`src/core/wdt_pkg.sv`:
```
package wdt_pkg;

  // register byte offsets, decoded from haddr[7:0]
  localparam int OFF_W = 8;
  localparam logic [7:0] OFF_LOAD = 8'h00;
  localparam logic [7:0] OFF_VALUE = 8'h04;
  localparam logic [7:0] OFF_CTRL = 8'h08;
  localparam logic [7:0] OFF_CLEAR = 8'h0C;
  localparam logic [7:0] OFF_RAW = 8'h10;
  localparam logic [7:0] OFF_MASKED = 8'h14;
  localparam logic [7:0] OFF_LOCK = 8'h18;

  // control register fields
  localparam int CTL_W = 4;
  localparam int CTL_INTEN = 0;
  localparam int CTL_RESEN = 1;
  localparam int CTL_NMI = 2;
  localparam int CTL_CLKEN = 3;
  localparam logic [3:0] CTL_RST = 4'h0;

  localparam logic [31:0] LOAD_RST = 32'hFFFF_FFFF;
  // unlock key value is arbitrary
  localparam logic [31:0] UNLOCK_KEY = 32'h1ACC_E551;

  localparam int HTRANS_ACT_BIT = 1;
  localparam logic [2:0] HSIZE_WORD = 3'h2;
  localparam logic HRESP_OKAY = 1'b0;
  localparam logic [31:0] RD_ZERO = 32'h0000_0000;

endpackage

```
`src/core/wdt_cnt_if.sv`:
```
`timescale 1ns/1ps
interface wdt_cnt_if #(parameter int W = 32);
  logic [W-1:0] load_val;
  logic reload;
  logic tick;
  logic [W-1:0] value;
  logic timeout;

  modport ctl
  (
    output load_val,
    output reload,
    output tick,
    input value,
    input timeout
  );

  modport cnt
  (
    input load_val,
    input reload,
    input tick,
    output value,
    output timeout
  );
endinterface

```
`src/core/wdt_top.sv`:
```
// Summary of operation
// - 32-bit counter counts down from load value
// - first time-out raises interrupt when enabled
// - unserviced second time-out asserts system reset
// - time-out may be routed as non-maskable
// - lock blocks configuration writes until unlocked
// - counter ticks from hclk divided by CLK_DIV, with enable
// - software bit enables reset generation
// - interrupt mask suppresses ordinary interrupt
`timescale 1ns/1ps
module wdt_top
  import wdt_pkg::*;
#(
  parameter int CNT_W = 32,
  parameter int CLK_DIV = 1
)
(
  input wire logic hclk,
  input wire logic hresetn,
  input wire logic hsel,
  input wire logic [31:0] haddr,
  input wire logic [1:0] htrans,
  input wire logic hwrite,
  input wire logic [2:0] hsize,
  input wire logic [31:0] hwdata,
  input wire logic hready,
  output logic hreadyout,
  output logic hresp,
  output logic [31:0] hrdata,
  output logic wdt_irq,
  output logic wdt_nmi,
  output logic wdt_sys_rst
);

  localparam int DIV_W = (CLK_DIV > 1) ? $clog2(CLK_DIV) : 1;
  localparam logic [DIV_W-1:0] DIV_TOP = DIV_W'(CLK_DIV - 1);
  localparam logic [DIV_W-1:0] DIV_ONE = DIV_W'(1);
  localparam logic [DIV_W-1:0] DIV_ZERO = '0;

  typedef struct packed
  {
    logic wr_pend;
    logic [OFF_W-1:0] wr_off;
    logic [CNT_W-1:0] load;
    logic [CTL_W-1:0] ctrl;
    logic raw;
    logic sys_rst;
    logic locked;
    logic [DIV_W-1:0] presc;
    logic [31:0] rdata;
  } wdt_top_s;

  wdt_top_s st_q;
  wdt_top_s st_d;

  wdt_cnt_if #(.W(CNT_W)) cnt_bus ();

  // counter sits in its own module so its width can change on its own
  wdt_count #(.W(CNT_W)) u_count
  (
    .hclk(hclk),
    .hresetn(hresetn),
    .cnt(cnt_bus)
  );

  ////////////////////////////////////////////////////////////////////////
  // bus decode

  logic addr_ph;
  logic wr_load;
  logic wr_ctrl;
  logic wr_clear;
  logic wr_lock;
  logic tick;
  logic irq_lvl;
  logic nmi_lvl;
  logic [CNT_W-1:0] load_next;
  logic rd_ph;
  logic second_hit;

  // only NONSEQ and SEQ are taken; IDLE and BUSY pass by
  assign addr_ph = hsel && hready && htrans[HTRANS_ACT_BIT];
  assign rd_ph = addr_ph && !hwrite;
  // configuration writes are dropped silently while locked
  assign wr_load = st_q.wr_pend && (st_q.wr_off == OFF_LOAD) && !st_q.locked;
  assign wr_ctrl = st_q.wr_pend && (st_q.wr_off == OFF_CTRL) && !st_q.locked;
  // service stays open while locked so a running guard can be fed
  assign wr_clear = st_q.wr_pend && (st_q.wr_off == OFF_CLEAR);
  // lock itself stays writable, else it could never be opened again
  assign wr_lock = st_q.wr_pend && (st_q.wr_off == OFF_LOCK);

  ////////////////////////////////////////////////////////////////////////
  // watchdog tick and outputs

  // one tick per CLK_DIV hclk cycles while enabled
  assign tick = st_q.ctrl[CTL_CLKEN] && (st_q.presc == DIV_ZERO);

  // both follow raw status, so a service drops them at once
  // ordinary interrupt obeys the mask, the non-maskable one does not
  assign irq_lvl = st_q.raw && st_q.ctrl[CTL_INTEN] && !st_q.ctrl[CTL_NMI];
  assign nmi_lvl = st_q.raw && st_q.ctrl[CTL_NMI];

  // a time-out while the first is still unserviced is the second one
  assign second_hit = cnt_bus.timeout && st_q.raw && st_q.ctrl[CTL_RESEN];

  ////////////////////////////////////////////////////////////////////////
  // counter feed

  // a load write restarts the count from the word being written; the
  // stored load only changes at that same edge, so it would be stale
  assign load_next = wr_load ? hwdata[CNT_W-1:0] : st_q.load;
  assign cnt_bus.load_val = load_next;
  // service reloads too, so a fed guard gets a full period again
  assign cnt_bus.reload = wr_load || wr_clear;
  assign cnt_bus.tick = tick;

  ////////////////////////////////////////////////////////////////////////
  // next state

  always_comb
  begin
    st_d = st_q;
    // write data arrives one cycle behind its address phase
    st_d.wr_pend = addr_ph && hwrite;
    if (addr_ph)
    begin
      st_d.wr_off = haddr[OFF_W-1:0];
    end

    if (wr_load)
    begin
      st_d.load = hwdata[CNT_W-1:0];
    end
    if (wr_ctrl)
    begin
      st_d.ctrl = hwdata[CTL_W-1:0];
    end
    // any word but the key locks, so a stray write fails safe
    if (wr_lock)
    begin
      st_d.locked = (hwdata != UNLOCK_KEY);
    end

    // watchdog clock divider, reloaded to DIV_TOP while the enable is off
    // reloading while off keeps the first tick a whole division away
    if (!st_q.ctrl[CTL_CLKEN] || st_q.presc == DIV_ZERO)
    begin
      st_d.presc = DIV_TOP;
    end
    else
    begin
      st_d.presc = st_q.presc - DIV_ONE;
    end

    if (wr_clear)
    begin
      st_d.raw = 1'b0;
    end
    // set wins over a clear in the same cycle
    if (cnt_bus.timeout)
    begin
      st_d.raw = 1'b1;
      if (second_hit)
      begin
        st_d.sys_rst = 1'b1;
      end
    end

    // read data stands for its data phase only, zero otherwise
    st_d.rdata = RD_ZERO;
    if (rd_ph)
    begin
      unique case (haddr[OFF_W-1:0])
        OFF_LOAD: st_d.rdata = 32'(st_q.load);
        // count as it stood at the address phase
        OFF_VALUE: st_d.rdata = 32'(cnt_bus.value);
        OFF_CTRL: st_d.rdata = 32'(st_q.ctrl);
        OFF_RAW: st_d.rdata = 32'(st_q.raw);
        OFF_MASKED: st_d.rdata = 32'(irq_lvl || nmi_lvl);
        OFF_LOCK: st_d.rdata = 32'(st_q.locked);
        default: st_d.rdata = RD_ZERO;
      endcase
    end
  end

  ////////////////////////////////////////////////////////////////////////
  // state register

  always_ff @(posedge hclk or negedge hresetn)
  begin
    if (!hresetn)
    begin
      // load and counter both leave reset at all ones, so a guard
      // enabled without a load write gets the longest first period
      st_q <= '{
        wr_pend: 1'b0,
        wr_off: OFF_LOAD,
        load: LOAD_RST[CNT_W-1:0],
        ctrl: CTL_RST,
        raw: 1'b0,
        sys_rst: 1'b0,
        locked: 1'b0,
        presc: DIV_ZERO,
        rdata: RD_ZERO
      };
    end
    else
    begin
      st_q <= st_d;
    end
  end

  // zero wait states, so every transfer completes OKAY in one data phase
  assign hreadyout = 1'b1;
  assign hresp = HRESP_OKAY;
  assign hrdata = st_q.rdata;
  assign wdt_irq = irq_lvl;
  assign wdt_nmi = nmi_lvl;
  // sticky until hresetn; the reset it raises is meant to pull that low
  assign wdt_sys_rst = st_q.sys_rst;

endmodule

```
`src/core/wdt_count.sv`:
```
`timescale 1ns/1ps
module wdt_count
  import wdt_pkg::*;
#(
  parameter int W = 32
)
(
  input wire logic hclk,
  input wire logic hresetn,
  wdt_cnt_if.cnt cnt
);

  typedef struct packed
  {
    logic [W-1:0] value;
    logic timeout;
  } wdt_cnt_s;

  localparam logic [W-1:0] ZERO = '0;
  localparam logic [W-1:0] ONE = W'(1);

  wdt_cnt_s st_q;
  wdt_cnt_s st_d;

  always_comb
  begin
    st_d = st_q;
    st_d.timeout = 1'b0;
    if (cnt.reload)
    begin
      st_d.value = cnt.load_val;
    end
    else if (cnt.tick)
    begin
      if (st_q.value == ZERO)
      begin
        // reload at time-out so the next one is a full period away
        st_d.value = cnt.load_val;
        st_d.timeout = 1'b1;
      end
      else
      begin
        st_d.value = st_q.value - ONE;
      end
    end
  end

  always_ff @(posedge hclk or negedge hresetn)
  begin
    if (!hresetn)
    begin
      st_q <= '{value: LOAD_RST[W-1:0], timeout: 1'b0};
    end
    else
    begin
      st_q <= st_d;
    end
  end

  assign cnt.value = st_q.value;
  assign cnt.timeout = st_q.timeout;

endmodule

```
`config.mk`:
```
export PLATFORM = sky130hd
export DESIGN_NAME = wdt_top
export DESIGN_NICKNAME = d
export VERILOG_FILES = /design/src/core/wdt_pkg.sv /design/src/core/wdt_cnt_if.sv /design/src/core/wdt_top.sv /design/src/core/wdt_count.sv
export SDC_FILE = /design/constraint.sdc
export NUM_CORES = 1
export LEC_CHECK = 0
export ABC_CLOCK_PERIOD_IN_PS = 2050
export BUFFER_PORTS_ARGS = -buffer_cell sky130_fd_sc_hd__buf_2
export CORE_MARGIN = 2
export CORE_UTILIZATION = 45
export CTS_BUF_LIST = sky130_fd_sc_hd__clkbuf_8
export DETAILED_ROUTE_END_ITERATION = 8
export HOLD_SLACK_MARGIN = 0.03
export PLACE_DENSITY = 0.67
export REMOVE_ABC_BUFFERS = 1
export SYNTH_ARGS = -nofsm -noshare
export SYNTH_HDL_FRONTEND = slang
export SYNTH_SLANG_ARGS = --single-unit
```
`constraint.sdc`:
```
create_clock -name hclk -period 2.05 [get_ports hclk]
set_input_delay 0.41 -clock hclk [delete_from_list [all_inputs] [get_ports hclk]]
set_output_delay 0.41 -clock hclk [all_outputs]
set_load 0.005 [all_outputs]
```
# Yosys cells after proc, flatten, opt, wreduce, memory -nomap -nowiden
# Index checks and enable logic that the tools add are counted.
# totals
register_bits	114
in_bits	74
output_inout_bits	37
# op_classes
n_addsub	2
eq_ne	9
n_mux	12
n_bitwise	1
n_reduce_logical	29
# ops
operator	n
32-bit one-hot mux with 6 select lines	1
32-bit 2-to-1 mux	4
33-bit 2-to-1 mux	1
8-bit by 5-bit == test with 1-bit output (second input constant)	4
32-bit logical NOT	1
32-bit by 29-bit inequality test with 1-bit output (second input constant)	1
32-bit by 1-bit subtractor with 32-bit output (second input constant)	1
8-bit by 4-bit == test with 1-bit output (second input constant)	3
1-bit logical AND	16
8-bit logical NOT	2
8-bit by 3-bit == test with 1-bit output (second input constant)	1
1-bit 2-to-1 mux	5
1-bit logical NOT	4
2-bit nonzero test	2
1-bit logical OR	3
2-bit 2-to-1 mux	1
2-bit AND reduction	1
1-bit NOT	1
1-bit subtractor (second input constant)	1

# Logic depth before layout (Yosys ltp)
# depth
depth_word	7
depth_mapped	9

# Modules after synthesis
# From an unflattened synthesis, not the netlist that was laid out.
# hier_totals
cells_unflattened	574
hier_area_um2	6154.7
# modules_own_cells
mod	n_inst	cells_per_inst	area_per_inst_um2	seq_area_each_um2
wdt_top	1	289	3637.2	2067.0
wdt_count	1	285	2517.4	865.8

# Worst setup path after synthesis
# OpenSTA, ideal clock, no wires.
# synth_timing
path_kind	register to register
startpoint	reg u_count.st_q (netlist bit u_count.cnt.value[8])
endpoint	reg u_count.st_q (netlist bit u_count.cnt.value[2])
arrival_time_ns	2.057
required_ns	1.967
slack_ns	-0.090
path_stages_with_launch	9
period_less_slack_ns	2.140
cell_sequence	dfstp_2 -> buf_2 -> nor4_4 -> nand4_2 -> nor3_4 -> or2_1 -> buf_4 -> o21ai_1 -> a221o_1
# synth_between
elab_chain_len	4
# synth_lines
element	line	text
start: declaration	wdt_count.sv:22	wdt_cnt_s st_q;
start signal: assignment	wdt_count.sv:52	st_q <= '{value: LOAD_RST[W-1:0], timeout: 1'b0};
start signal: assignment	wdt_count.sv:56	st_q <= st_d;
32-bit logical NOT	wdt_count.sv:35	if (st_q.value == ZERO)
32-bit 2-to-1 mux	wdt_count.sv:35	
33-bit 2-to-1 mux	wdt_count.sv:33	else if (cnt.tick)
32-bit 2-to-1 mux	wdt_count.sv:29	if (cnt.reload)
# Every way passes these cells. The select of a mux whose other input is x is not followed.
# A chain may end at the register's enable or synchronous reset.

# Worst setup path in the final report
# layout_timing
startpoint	reg u_count.st_q (netlist bit u_count.cnt.value[0])
endpoint	reg u_count.st_q (netlist bit u_count.cnt.value[9])
# layout_between
elab_chain_len	4
word_cells_on_any_way	5
cone_classes	1 x add/sub; 3 x mux; 1 x reduce/logical
# layout_lines
element	line
32-bit by 1-bit subtractor with 32-bit output / 32-bit logical NOT (equally long branches)	wdt_count.sv:43, wdt_count.sv:35
32-bit 2-to-1 mux *	wdt_count.sv:35
33-bit 2-to-1 mux *	wdt_count.sv:33
32-bit 2-to-1 mux *	wdt_count.sv:29
# Every way passes the cells marked *; elsewhere a longest branch is shown, timed or not. The select of a mux whose other input is x is not followed.

==> impl_metrics.csv <==
group,metric,value,unit
power_and_ir_drop,powerDensity,789,nW/um2
clocking,h-tree-depth,4,
worst_setup_path,worstPathArrival,2510,ps
synthesis,yosys_warnings,0,
status,outcome,"complete, but fails checks",
detailed_routing,vias_per_cell,5.71,
synthesis,ys_seq_area_frac,0.509,
detailed_routing,drt_pass1_iterations,5,
worst_setup_path,required,2450,ps
synthesis,ys_async_sr_fraction,1.00,
worst_setup_path,critPathKind,"register to register",
placed_design,io_buffers,80,
sta,finalHoldViolations,0,
global_route,first_global_vias,4917,
sta,worst_pin_slew,485,ps
synthesis,synthMostInstantiatedCell,"dfstp_2",
floorplan,die-width,117,um
sta,setup_viol,16,
synthesis,synth-main-ff-cell,"dfstp_2",
detailed_routing,routed_wirelength,16100,um
final_layout,layout-drive-gt1-share,0.532,
power_and_ir_drop,p_leak,3.25,nW
clocking,cts_tree,"yes",
synthesis,netlist-cell-type-count,59,
synthesis,syn_area_per_cell,10.6,um2
sta,fin_ws,-57.7,ps
placed_design,dp_hpwl,11500,um
final_layout,area_growth,30.9,%
detailed_routing,num_vias,4966,
synthesis,ys_ff_latch,114,
detailed_routing,ant_nets,0,
floorplan,num_rows,41,
sta,fin_worst_skew,14.4,ps
global_route,grt_max_degree,42,
synthesis,yosys-mux-area-fraction,0.0894,
worst_setup_path,path_max_fanout,8,
placed_design,dpl-instance-area,6790,um2
sta,fin_crit_sh,1.03,
clocking,clock_sinks,114,
floorplan,start_util,0.459,
floorplan,dieArea,13700,um2
floorplan,num_io_pins,111,
floorplan,coreArea,12600,um2
clocking,clk_pin_slew,80,ps
final_layout,num_antenna_cells,0,
synthesis,synth_fa_ha_area_frac,0.00434,
global_route,grt_usage,0.243,
synthesis,synth_common_cells,"dfstp_2, dfrtp_1, nor2_1, nand2_1, mux2_2",
floorplan,die_y,117,um
final_layout,num-fill-cells,1010,
placed_design,dp_slack,-273,ps
clocking,clockRootBuffer,"clkbuf_8",
synthesis,synth-edff-count,0,
final_layout,num-nets-final,761,
placed_design,gp_congestion,0.905,
power_and_ir_drop,irDropWorstVdd,0.000344,V
sta,fmax,474,MHz
worst_setup_path,critical_path.endpoint_type,"register",
synthesis,netlist_area,5770,um2
synthesis,synth_top_family_by_area,"simple AND/OR/NAND/NOR gates",
clocking,clockBufferDepth,2,
synthesis,syn_inst,544,
synthesis,synth_simple_gate_area_frac,0.181,
synthesis,synth_largest_area_cell,"dfstp_2",
final_layout,stdcell_area,7550,um2
global_route,grt_overflow_total,0,
synthesis,synth-xor-area-share,0,
clocking,worstSkewPairLatency,450,ps
global_route,antenna_found_initial,0,
global_route,grt_pass1_wl,25600,um
detailed_routing,drc,0,
synthesis,synth_compound_gate_area_share,0.141,
flow_run,maxCapViolCount,0,
sta,slew_headroom,0.672,
sta,slew_violations,0,
synthesis,netlist_top_cells_area,"dfstp_2, dfrtp_1, mux2_2",
status,violations,"setup timing",
detailed_routing,wl_per_cell,18.5,um
clocking,numCtsBuffers,17,
detailed_routing,drt_first_iter_violations,503,
sta,fin_crit,2110,ps
worst_setup_path,start_kind,"register",
worst_hold_path,hp-class,"primary input to register",
sta,rsz0062_at_grt,"true",
synthesis,yosysTopAreaCellShare,0.292,
==> cell type report <==
| cell class | count | area, um2 | share of cell area |
|---|---|---|---|
| clock buffer | 18 | 248 | 0.0328 |
| sequential | 114 | 2930 | 0.389 |
| multi-input combinational | 358 | 2610 | 0.346 |
| timing repair buffer | 185 | 1320 | 0.175 |
| inverter | 9 | 33.8 | 0.00448 |
| clock inverter | 14 | 189 | 0.0250 |
| tap | 172 | 215 | 0.0285 |
==> logic make-up (layout without fill, tap and decap cells) <==
kind of cell | Yosys count | in the layout
muxes | 46 | 46
other | 2 | 3
DFF | 114 | 114
adders and majority gates | 2 | 2
buffers and inverters | 73 | 226
AOI/OAI and AO/OA | 116 | 116
and+or+nand+nor | 191 | 191
==> cell usage in the layout, fill, tap and decap left out, types with 4 or more instances in the layout <==
cell and n:
bufinv_16 4, dfstp_2 64, nor4bb_1 5, nor4_1 6
nor4_2 7, dfrtp_1 50, and2_1 5, a21oi_1 15
buf_6 9, o211ai_1 7, inv_1 8, nand2b_1 5
o21ai_1 10, buf_12 7, o21ai_0 11, buf_4 87
mux2_2 44, o31ai_1 5, nor2_1 48, buf_2 80
a22oi_1 35, nand3_1 13, clkbuf_8 18, nand4_1 6
a32oi_1 4, nand2_1 38, clkinvlp_4 5, nor3_1 19
nand2_2 6
==> critical path, cell delays in order (launching register included) <==
cell     delay [ps]
dfstp_2         380
inv_2            70
ha_4            120
nor4b_4         230
nand4_1         190
nor3_4          340
buf_4           170
a21o_4          150
buf_12          130
a22oi_2          70
a21bo_2         210
==> report_power, final <==
| group | leakage (nW) | internal (W) | switching (W) |
|---|---|---|---|
| registers | 1.33 | 0.00251 | 0.000176 |
| logic | 1.71 | 0.000450 | 0.000485 |
| clock network | 0.208 | 0.00135 | 0.000983 |
| total | 3.25 | 0.00431 | 0.00164 |
==> registers in the layout, indices dropped and copies added, names as in the netlist <==
| name | flops |
|---|---|
| st_q | 48 |
| hrdata | 32 |
| u_count.cnt.value | 32 |
| u_count.cnt.timeout | 1 |
| wdt_sys_rst | 1 |
==> per-stage QoR <==
| step | power (W) | util | instances | hold slack, ps | TNS [ps] |
|---|---|---|---|---|---|
| 2_1_floorplan | 0.00307 | - | 481 | 114 | -44270 |
| 3_3_place_gp | 0.00352 | 0.540 | 826 | 392 | -8650 |
| 3_5_place_dp | 0.00356 | 0.540 | 826 | 397 | -10860 |
| 4_1_cts | 0.00593 | 0.587 | 860 | 157 | -49.6 |
| 5_1_grt | 0.00620 | 0.601 | 870 | 166 | -3750 |
| 6_report | 0.00596 | 0.601 | 870 | 172 | -385 |
==> layer usage <==
| layer | global-route usage | up-vias | share of wire |
|---|---|---|---|
| met2 | 0.387 | 206 | 0.48 |
| met3 | 0.0525 | 36 | 0.066 |
| met4 | 0.0949 | 0 | 0.021 |
| met1 | 0.325 | 2483 | 0.43 |
| li1 | - | 2241 | - |
| met5 | 0 | - | 0 |
==> final timing paths <==
kind / end / startpoint / slack [ps] / depth (start not counted)
worst max-delay path: u_count.cnt.value[9]$_DFFE_PN1P_ / u_count.cnt.value[0]$_DFFE_PN1P_ / -60 / 10
worst min-delay path: hrdata[0]$_DFF_PN0_ / hwrite / 170 / 2
worst max register to register: u_count.cnt.value[9]$_DFFE_PN1P_ / u_count.cnt.value[0]$_DFFE_PN1P_ / -60 / 10
worst min register to register: wdt_sys_rst$_DFFE_PN0P_ / wdt_sys_rst$_DFFE_PN0P_ / 490 / 1
max in group asynchronous: st_q[45]$_DFF_PN1_ / hresetn / 930 / 3
min in group asynchronous: hrdata[24]$_DFF_PN0_ / hresetn / 450 / 2
==> what timing repair did <==
action | 4_1_cts | 5_1_grt
pin swaps | 9 | 14
cloned | 0 | 1
endpoints found under the hold margin | 22 | 0
setup endpoints to repair | 32 | 32
gates resized for setup | 38 | 27
hold buffers | 1 | 0
setup buffers | 2 | 9
No activity file was read; power rests on OpenSTA's default activity.
